$ cat src/smab_pkg.sv
// constants shared by the management access bridge and its host controller
// ======================================================================
package smab_pkg;
    // ==================================================================
    // access slot layout
    localparam int SLOT_COUNT = 8;
    localparam logic [7:0] SLOT_FIRST_INDEX = 8'h20;
    localparam logic [7:0] SLOT_LAST_INDEX = 8'h27;
    localparam logic [31:0] SLOT_RESET = 32'h8c000000;
    localparam int DONE_BIT = 31;
    localparam int TAERR_BIT = 30;
    localparam int FRAME_HI = 29;
    localparam int FRAME_LO = 28;
    localparam int OPC_HI = 27;
    localparam int OPC_LO = 26;
    localparam int PORT_HI = 25;
    localparam int PORT_LO = 21;
    localparam int DEVREG_HI = 20;
    localparam int DEVREG_LO = 16;
    localparam int DATA_HI = 15;
    localparam logic [1:0] FRAME_C45 = 2'h0;
    localparam logic [1:0] FRAME_C22 = 2'h1;
    localparam logic [1:0] OPC_ADDR = 2'h0;
    localparam logic [1:0] OPC_WRITE = 2'h1;
    localparam logic [1:0] OPC_READ = 2'h3;
    localparam logic [1:0] OPC_READ_INC = 2'h2;
    // ==================================================================
    // serial management frame
    localparam int FRAME_BITS = 64;
    localparam int PREAMBLE_BITS = 32;
    localparam int TA_FIRST = 46;
    localparam int TA_SECOND = 47;
    localparam logic [1:0] C22_WIRE_WRITE = 2'h1;
    localparam logic [1:0] C22_WIRE_READ = 2'h2;
    localparam logic [1:0] TA_WRITE = 2'h2;
    localparam int CLK_PERIOD_NS = 25;
    localparam int MDC_MIN_PERIOD_NS = 400;
    localparam int MDC_DIV = (MDC_MIN_PERIOD_NS + CLK_PERIOD_NS - 1) / CLK_PERIOD_NS;
    // ==================================================================
    // host controller registers on the software bus
    localparam logic [7:0] HOST_SLOT_SEL = 8'h00;
    localparam logic [7:0] HOST_CMD = 8'h04;
    localparam logic [7:0] HOST_LAUNCH = 8'h08;
    localparam logic [7:0] HOST_RESULT = 8'h0c;
    localparam logic [7:0] HOST_STATUS = 8'h10;
    localparam logic [7:0] HOST_IRQ_STATUS = 8'h14;
    localparam logic [7:0] HOST_IRQ_MASK = 8'h18;
    localparam int IRQ_DONE_BIT = 0;
    localparam int IRQ_TAERR_BIT = 1;
    localparam logic [1:0] RESP_OKAY = 2'h0;
    localparam logic [1:0] RESP_SLVERR = 2'h2;
endpackage

$ cat src/smab_link_if.sv
// register access port between the host controller and the bridge
`timescale 1ns/1ps
interface smab_link_if;
    logic req;
    logic wr;
    logic [2:0] slot;
    logic [31:0] wdata;
    logic ack;
    logic [31:0] rdata;
    modport dev (input req, input wr, input slot, input wdata, output ack, output rdata);
    modport host (output req, output wr, output slot, output wdata, input ack, input rdata);
endinterface

$ cat src/smab_host.sv
// host controller: software orders over AXI4-Lite become slot launches and polls
`timescale 1ns/1ps
module smab_host
    import smab_pkg::*;
(
    input wire logic aclk,
    input wire logic aresetn,
    smab_link_if.host link,
    input wire logic [7:0] s_axi_awaddr,
    input wire logic s_axi_awvalid,
    output logic s_axi_awready,
    input wire logic [31:0] s_axi_wdata,
    input wire logic [3:0] s_axi_wstrb,
    input wire logic s_axi_wvalid,
    output logic s_axi_wready,
    output logic [1:0] s_axi_bresp,
    output logic s_axi_bvalid,
    input wire logic s_axi_bready,
    input wire logic [7:0] s_axi_araddr,
    input wire logic s_axi_arvalid,
    output logic s_axi_arready,
    output logic [31:0] s_axi_rdata,
    output logic [1:0] s_axi_rresp,
    output logic s_axi_rvalid,
    input wire logic s_axi_rready,
    output logic irq
);
    typedef enum logic [1:0] {SMAB_H_IDLE = 2'b00, SMAB_H_LAUNCH = 2'b01,
        SMAB_H_POLL = 2'b10} smab_host_e;

    smab_host_e state;
    logic [7:0] aw_addr;
    logic aw_held;
    logic [31:0] w_data;
    logic w_held;
    logic [2:0] slot_sel;
    logic [29:0] cmd;
    logic [31:0] result;
    logic [1:0] irq_status;
    logic [1:0] irq_mask;
    logic do_write;
    logic go;
    logic ev_done;
    logic ev_taerr;

    assign do_write = aw_held && w_held && !s_axi_bvalid;
    assign go = do_write && aw_addr == HOST_LAUNCH && state == SMAB_H_IDLE;
    assign ev_done = state == SMAB_H_POLL && link.ack && link.rdata[DONE_BIT];
    assign ev_taerr = ev_done && link.rdata[TAERR_BIT];
    assign s_axi_awready = !aw_held;
    assign s_axi_wready = !w_held;
    assign s_axi_arready = !s_axi_rvalid;
    // a set mask bit silences its event
    assign irq = |(irq_status & ~irq_mask);

    // ==================================================================
    // software bus: address and data latched independently
    always_ff @(posedge aclk)
    begin
        if (!aresetn)
        begin
            aw_held <= 1'b0;
            w_held <= 1'b0;
            aw_addr <= 8'h0;
            w_data <= 32'h0;
            s_axi_bvalid <= 1'b0;
            s_axi_bresp <= RESP_OKAY;
        end
        else
        begin
            if (s_axi_awvalid && !aw_held)
            begin
                aw_held <= 1'b1;
                aw_addr <= s_axi_awaddr;
            end
            if (s_axi_wvalid && !w_held)
            begin
                w_held <= 1'b1;
                w_data <= s_axi_wdata;
            end
            if (do_write)
            begin
                aw_held <= 1'b0;
                w_held <= 1'b0;
                s_axi_bvalid <= 1'b1;
                s_axi_bresp <= aw_addr > HOST_IRQ_MASK || aw_addr[1:0] != 2'h0 ?
                    RESP_SLVERR : RESP_OKAY;
            end
            else if (s_axi_bready)
                s_axi_bvalid <= 1'b0;
        end
    end

    always_ff @(posedge aclk)
    begin
        if (!aresetn)
        begin
            slot_sel <= 3'h0;
            cmd <= SLOT_RESET[29:0];
            irq_mask <= 2'h0;
            irq_status <= 2'h0;
        end
        else
        begin
            if (do_write && aw_addr == HOST_SLOT_SEL && s_axi_wstrb[0])
                slot_sel <= w_data[2:0];
            if (do_write && aw_addr == HOST_CMD)
                cmd <= w_data[29:0];
            if (do_write && aw_addr == HOST_IRQ_MASK && s_axi_wstrb[0])
                irq_mask <= w_data[1:0];
            // a new event wins over a clear in the same cycle
            irq_status <= ((do_write && aw_addr == HOST_IRQ_STATUS && s_axi_wstrb[0]) ?
                irq_status & ~w_data[1:0] : irq_status) | {ev_taerr, ev_done};
        end
    end

    always_ff @(posedge aclk)
    begin
        if (!aresetn)
        begin
            s_axi_rvalid <= 1'b0;
            s_axi_rdata <= 32'h0;
            s_axi_rresp <= RESP_OKAY;
        end
        else if (s_axi_arvalid && !s_axi_rvalid)
        begin
            s_axi_rvalid <= 1'b1;
            s_axi_rresp <= RESP_OKAY;
            unique case (s_axi_araddr)
                HOST_SLOT_SEL: s_axi_rdata <= {29'h0, slot_sel};
                HOST_CMD: s_axi_rdata <= {2'h0, cmd};
                HOST_LAUNCH: s_axi_rdata <= 32'h0;
                HOST_RESULT: s_axi_rdata <= result;
                HOST_STATUS: s_axi_rdata <= {31'h0, state != SMAB_H_IDLE};
                HOST_IRQ_STATUS: s_axi_rdata <= {30'h0, irq_status};
                HOST_IRQ_MASK: s_axi_rdata <= {30'h0, irq_mask};
                default:
                begin
                    s_axi_rdata <= 32'h0;
                    s_axi_rresp <= RESP_SLVERR;
                end
            endcase
        end
        else if (s_axi_rready)
            s_axi_rvalid <= 1'b0;
    end

    // ==================================================================
    // launch then poll the slot until its done flag returns
    always_ff @(posedge aclk)
    begin
        if (!aresetn)
        begin
            state <= SMAB_H_IDLE;
            link.req <= 1'b0;
            link.wr <= 1'b0;
            link.slot <= 3'h0;
            link.wdata <= 32'h0;
            result <= SLOT_RESET;
        end
        else
        begin
            unique case (state)
                SMAB_H_IDLE:
                begin
                    if (go)
                    begin
                        state <= SMAB_H_LAUNCH;
                        link.req <= 1'b1;
                        link.wr <= 1'b1;
                        link.slot <= slot_sel;
                        // reads carry zero data; other ops carry data or address
                        link.wdata <= {1'b0, 1'b0, cmd[FRAME_HI:DEVREG_LO],
                            cmd[OPC_HI] ? 16'h0 : cmd[DATA_HI:0]};
                    end
                end
                SMAB_H_LAUNCH:
                begin
                    if (link.ack)
                    begin
                        state <= SMAB_H_POLL;
                        link.wr <= 1'b0;
                    end
                end
                SMAB_H_POLL:
                begin
                    if (ev_done)
                    begin
                        state <= SMAB_H_IDLE;
                        link.req <= 1'b0;
                        result <= {link.rdata[31:16],
                            (link.rdata[TAERR_BIT] && link.rdata[OPC_HI]) ?
                            16'h0 : link.rdata[DATA_HI:0]};
                    end
                end
                default:
                    state <= SMAB_H_IDLE;
            endcase
        end
    end
endmodule

$ cat src/flat_wrapper.sv
// flat-port wrapper written by rule: the top's interface ports become plain ports
module smab_host_flat import smab_pkg::*;
  (aclk, aresetn, s_axi_awaddr, s_axi_awvalid, s_axi_awready, s_axi_wdata, s_axi_wstrb, s_axi_wvalid, s_axi_wready, s_axi_bresp, s_axi_bvalid, s_axi_bready, s_axi_araddr, s_axi_arvalid, s_axi_arready, s_axi_rdata, s_axi_rresp, s_axi_rvalid, s_axi_rready, irq, link_req, link_wr, link_slot, link_wdata, link_ack, link_rdata);
  smab_link_if link_i ();
  input wire logic aclk;
  input wire logic aresetn;
  input wire logic [7:0] s_axi_awaddr;
  input wire logic s_axi_awvalid;
  output logic s_axi_awready;
  input wire logic [31:0] s_axi_wdata;
  input wire logic [3:0] s_axi_wstrb;
  input wire logic s_axi_wvalid;
  output logic s_axi_wready;
  output logic [1:0] s_axi_bresp;
  output logic s_axi_bvalid;
  input wire logic s_axi_bready;
  input wire logic [7:0] s_axi_araddr;
  input wire logic s_axi_arvalid;
  output logic s_axi_arready;
  output logic [31:0] s_axi_rdata;
  output logic [1:0] s_axi_rresp;
  output logic s_axi_rvalid;
  input wire logic s_axi_rready;
  output logic irq;
  output wire logic [$bits(link_i.req)-1:0] link_req;
  output wire logic [$bits(link_i.wr)-1:0] link_wr;
  output wire logic [$bits(link_i.slot)-1:0] link_slot;
  output wire logic [$bits(link_i.wdata)-1:0] link_wdata;
  input wire logic [$bits(link_i.ack)-1:0] link_ack;
  input wire logic [$bits(link_i.rdata)-1:0] link_rdata;
  assign link_req = link_i.req;
  assign link_wr = link_i.wr;
  assign link_slot = link_i.slot;
  assign link_wdata = link_i.wdata;
  assign link_i.ack = link_ack;
  assign link_i.rdata = link_rdata;
  smab_host u_core (.aclk(aclk), .aresetn(aresetn), .link(link_i), .s_axi_awaddr(s_axi_awaddr), .s_axi_awvalid(s_axi_awvalid), .s_axi_awready(s_axi_awready), .s_axi_wdata(s_axi_wdata), .s_axi_wstrb(s_axi_wstrb), .s_axi_wvalid(s_axi_wvalid), .s_axi_wready(s_axi_wready), .s_axi_bresp(s_axi_bresp), .s_axi_bvalid(s_axi_bvalid), .s_axi_bready(s_axi_bready), .s_axi_araddr(s_axi_araddr), .s_axi_arvalid(s_axi_arvalid), .s_axi_arready(s_axi_arready), .s_axi_rdata(s_axi_rdata), .s_axi_rresp(s_axi_rresp), .s_axi_rvalid(s_axi_rvalid), .s_axi_rready(s_axi_rready), .irq(irq));
endmodule
$ cat config.mk
export PLATFORM = sky130hd
export DESIGN_NAME = smab_host_flat
export DESIGN_NICKNAME = d
export VERILOG_FILES = /design/src/smab_pkg.sv /design/src/smab_link_if.sv /design/src/smab_host.sv /design/src/flat_wrapper.sv
export SDC_FILE = /design/constraint.sdc
export NUM_CORES = 1
export LEC_CHECK = 0
export BUFFER_PORTS_ARGS = -buffer_cell sky130_fd_sc_hd__buf_2
export CORE_ASPECT_RATIO = 0.7
export CORE_MARGIN = 3
export CORE_UTILIZATION = 48
export DETAILED_ROUTE_END_ITERATION = 12
export PLACE_DENSITY = 0.74
export SLEW_MARGIN = 20
export SYNTH_ARGS = -nofsm -noshare
export SYNTH_HDL_FRONTEND = slang
export SYNTH_SLANG_ARGS = --single-unit
$ cat constraint.sdc
create_clock -name aclk -period 1.7 [get_ports aclk]
set_input_delay 0.255 -clock aclk [delete_from_list [all_inputs] [get_ports aclk]]
set_output_delay 0.255 -clock aclk [all_outputs]
set_load 0.03 [all_outputs]
# Word level (Yosys, flattened, before mapping)
# Cells that the tools add are included.
# totals
n_memories	0
latchBits	0
register_bits	184
ramBits	0
romBits	0
word_cells	100
output_inout_bits	79
inputBits	92
# op_classes
order_cmp	1
reduce_logical	40
shifts	0
multipliers	0
n_addsub	0
bitwise_logic	6
n_div	0
n_mux	19
n_eq_ne	15
# ops
op	count
32-bit one-hot mux with 6 select lines	1
8-bit by 5-bit == test with 1-bit output (second input constant)	5
16-bit two-way mux	2
8-bit by 4-bit == test with 1-bit output (second input constant)	3
1-bit logical AND	18
8-bit by 3-bit == test with 1-bit output (second input constant)	2
8-bit zero test	2
2-bit two-way mux	6
2-bit nonzero test	6
3-bit AND reduction	3
8-bit by 5-bit > comparator with 1-bit output (second input constant)	1
1-bit two-way mux	7
7-bit OR reduction	1
2-bit one-hot mux with 3 select lines	1
2-bit AND	2
1-bit zero test	4
2-bit by 1-bit != test with 1-bit output (second input constant)	2
2-bit NOT	2
1-bit one-hot mux with 2 select lines	2
2-bit AND reduction	2
2-bit OR reduction	2
2-bit by 1-bit == test with 1-bit output (second input constant)	1
2-bit == test (second input constant)	1
2-bit zero test	1
4 further kinds	4

# Depth between registers and ports, before layout
# depth
depth_word	6
ltp_mapped	6

# Least setup slack after synthesis
# No wires, ideal clock.
# synth_timing
path_type	flip-flop to flip-flop
startpoint	register u_core.s_axi_rvalid
endpoint	register u_core.s_axi_rdata[12]
slack_ns	-0.034
arrival_time_ns	1.665
stages_incl_launch_ff	6
required_time_ns	1.631
cell_sequence	dfxtp_1 > inv_1 > a21oi_1 > clkbuf_1 > nand2_1 > o21ai_1
# synth_via
elab_chain_len	2
# synth_lines
item	line	rtl
start, declared	smab_host.sv:24	output logic s_axi_rvalid,
start signal, assigned	smab_host.sv:121	s_axi_rvalid <= 1'b0;
start signal, assigned	smab_host.sv:127	s_axi_rvalid <= 1'b1;
start signal, assigned	smab_host.sv:145	s_axi_rvalid <= 1'b0;
1-bit zero test	--	
net s_axi_arready	flat_wrapper.sv:19	output logic s_axi_arready;
1-bit logical AND	smab_host.sv:125	else if (s_axi_arvalid && !s_axi_rvalid)
end signal, assigned	smab_host.sv:130	HOST_SLOT_SEL: s_axi_rdata <= {29'h0, slot_sel};
end signal, assigned	smab_host.sv:131	HOST_CMD: s_axi_rdata <= {2'h0, cmd};
end signal, assigned	smab_host.sv:133	HOST_RESULT: s_axi_rdata <= result;
end, declared	smab_host.sv:22	output logic [31:0] s_axi_rdata,
# The timed path passes the listed nets, and every way through them passes these cells.
# A chain may end at the register's enable or synchronous reset.

# Worst setup path after layout
# layout_timing
startpoint	register u_core.aw_addr[6]
endpoint	register u_core.irq_status[1]
# layout_via
elab_chain_len	5
# layout_lines
item	line	rtl
start, declared	smab_host.sv:32	logic [7:0] aw_addr;
start signal, assigned	smab_host.sv:74	aw_addr <= s_axi_awaddr;
8-bit by 5-bit == test with 1-bit output	smab_host.sv:112	irq_status <= ((do_write && aw_addr == HOST_IRQ_STATUS && s_axi_wstrb[0]) ?
1-bit logical AND (2 in a row)	smab_host.sv:112	
2-bit two-way mux	smab_host.sv:112	
2-bit bitwise OR	smab_host.sv:113	irq_status & ~w_data[1:0] : irq_status) | {ev_taerr, ev_done};
end signal, assigned	smab_host.sv:112	
end, declared	smab_host.sv:39	logic [1:0] irq_status;
# No other way between the ends.

==> flow_summary.json <==
{
  "cts_hold_buffers": 0,
  "root_buffer": "clkbuf_16",
  "coreArea_um2": 13580,
  "worst_r2r_startpoint": "u_core.aw_addr[6]",
  "n_fill_cell": 1174,
  "leakage_nw": 3.492,
  "vias": 6511,
  "required_ns": 1.98,
  "cts_tree": "built",
  "p_per_area_nw_per_um2": 1020,
  "fp.dieW_um": 149.1,
  "min_from": "link_rdata[12]",
  "synthFlopType": "dfxtp_1",
  "synth_common_cells": "186 x nand2_1, 182 x dfxtp_1, 116 x a21oi_1",
  "finalMaxSlewViolations": 0,
  "clk_pin_slew_ns": 0.07,
  "cts_max_level": 4,
  "track_usage_pct": 24.57,
  "fin_skew_ns": 0.009512,
  "drc": 0,
  "cap_violations": 0,
  "start_util_pct": 50.70,
  "detail_route.wl_per_cell_um": 16.99,
  "overflow": 0,
  "endpoint_kind": "register",
  "tightest_slew_ns": 0.7482,
  "wl_um": 19900,
  "place_ws_ns": -0.1847,
  "hp-class": "primary input to register",
  "synthToLayoutAreaGrowth_pct": 28.79,
  "synth_top_area_share_pct": 52.94,
  "antenna_found_initial": 1,
  "ios": 171,
  "met3WireLength_um": 1955,
  "yosysUniqueCellTypes": 50,
  "ant_nets": 0,
  "setup_slack_ns": -0.06232,
  "dr.pass1.iters": 5,
  "layout-drive-gt1-share_pct": 27.11,
  "cts_max_path_buffers": 2,
  "worstPathMaxFanout": 5,
  "first_global_vias": 5869,
  "dieArea_um2": 15830,
  "fp.dieH_um": 106.2,
  "ir_drop_uv": 684.4,
  "rsz0062_at_grt": "true",
  "wl_met1_um": 9026,
  "critPathLaunch": "u_core.aw_addr[6]",
  "grt_max_degree": 64,
  "max_slew_margin_pct": 50.05,
  "gp_congestion": 0.8552,
  "io_buffers": 161,
  "fmax_mhz": 567.4,
  "async_flop_share_pct": 0,
  "nNetsFinal": 1065,
  "hold_violations": 0,
  "cts.sinks": 182,
  "outcome": "finished with violations",
  "dpl.hpwl_um": 13660,
  "synth_seq_cells": 182,
  "final.min_clock_period_ns": 1.762,
  "worstSetupPathType": "register to register",
  "yosysTopAreaCell": "dfxtp_1",
  "netlist_area_um2": 6883,
  "fp-row-count": 35,
  "grt_pass1_wl_um": 30950,
  "drt_first_iter_violations": 477,
  "synth_area_per_cell_um2": 8.540,
  "clk_latency_ns": 0.41,
  "violations": "negative setup slack",
  "dr_wl_met2_um": 8678,
  "synthTopCellsByArea": "dfxtp_1 53%, nand2_1 10%, a21oi_1 8.4%",
  "netlist_instances": 806,
  "ys_seq_area_share_pct": 52.94,
  "synth-edff-count": 0,
  "top_layer_used": "met4",
  "arrival_ns": 2.04,
  "startpoint_type": "register",
  "viasPerCell": 5.560,
  "finalSetupViolCount": 26,
  "yosys_warnings": 0,
  "fin_util_pct": 65.30,
  "yosysMostFrequentCell": "nand2_1",
  "cts_buffers": 17,
  "hold_slack_ns": 0.04491,
  "period_share_pct": 103.7
}
-- final cells by class --
| cell class | instances | area [µm²] | share of cell area (%) |
|---|---|---|---|
| flip-flops and latches | 182 | 3645 | 41.12 |
| repair buffers | 209 | 1299 | 14.65 |
| inverters | 10 | 40.04 | 0.4517 |
| multi-input cells | 553 | 3054 | 34.45 |
| clock inverters | 13 | 163.9 | 1.849 |
| well taps | 185 | 231.5 | 2.611 |
| diodes | 1 | 2.502 | 0.02823 |
| clock buffers | 18 | 429.2 | 4.841 |
-- power by group --
| part | internal (W) | total [W] | switching (W) |
|---|---|---|---|
| Clock | 0.00222 | 0.00399 | 0.00177 |
| Sequential | 0.00433 | 0.00438 | 0.0000478 |
| Combinational | 0.000263 | 0.000679 | 0.000416 |
| Total | 0.00681 | 0.00904 | 0.00223 |
-- critical path, cell delays in order (launching register included) --
cell      delay (ns)
dfxtp_2         0.32
or4_4           0.57
nor3_4          0.21
buf_12          0.15
nor4b_4         0.22
a311oi_2        0.14
-- cells by family (layout without fill, tap and decap cells) --
family,count (synthesis),after routing,share of synthesized area [%]
AND/OR/NAND/NOR,295,295,20.61
AO/OA/AOI/OAI,240,240,19.96
flip-flops,182,182,52.94
buffers and inverters,74,250,4.399
multiplexers,13,13,1.909
other,1,5,0.05448
XOR/XNOR,1,1,0.1273
-- state kept, by name, summed over array words and instances (netlist names) --
signal / cells
u_core.link.wr: 1
u_core.s_axi_rvalid: 1
u_core.result: 32
u_core.state: 2
u_core.link.wdata: 30
u_core.link.slot: 3
u_core.s_axi_bvalid: 1
u_core.w_data: 30
u_core.s_axi_bresp: 1
u_core.aw_held: 1
u_core.s_axi_rresp: 1
u_core.link.req: 1
u_core.irq_mask: 2
u_core.slot_sel: 3
u_core.cmd: 30
u_core.aw_addr: 8
u_core.w_held: 1
u_core.irq_status: 2
u_core.s_axi_rdata: 32
-- per-layer routing --
layer,global-route usage (%),up-vias
met5,0,-
met4,5.944,0
met3,5.795,19
met2,36.53,293
met1,36.04,3057
li1,-,3142
-- stage by stage --
step	total power [W]	area, µm²	setup TNS (ns)	instances
after global routing	0.009291	8865	-3.207	1171
after global placement	0.005099	8127	-3.640	1134
after detailed placement	0.005104	8127	-4.861	1134
after floorplan	0.004805	6898	0	809
final	0.009043	8865	-0.7394	1171
after CTS	0.009065	8798	-0.02142	1168
-- timing repair --
| action | CTS | global route |
|---|---|---|
| setup buffers | 2 | 2 |
| gates cloned | 1 | 0 |
| pin swaps | 5 | 13 |
| setup endpoints to repair | 38 | 42 |
| gates resized for setup | 10 | 22 |
-- cell usage in the layout (no fill, tap or decap), drive strengths merged, types with 4 or more instances in the layout --
| cell | n |
|---|---|
| a21oi | 116 |
| a22o | 17 |
| a22oi | 31 |
| buf | 209 |
| clkbuf | 18 |
| conb | 4 |
| dfxtp | 182 |
| inv | 17 |
| mux2i | 12 |
| nand2 | 186 |
| nand2b | 4 |
| nand3 | 28 |
| nand4 | 5 |
| nand4b | 17 |
| nor2 | 26 |
| nor2b | 4 |
| o21ai | 66 |
-- final timing paths --
check	to	slack (ns)	depth (start not counted)
min	u_core.result[12]	0.04	2
max reg2reg	u_core.irq_status[1]	-0.06	5
max	u_core.irq_status[1]	-0.06	5
min reg2reg	u_core.cmd[14]	0.45	2
(Power assumes the default switching activity.)
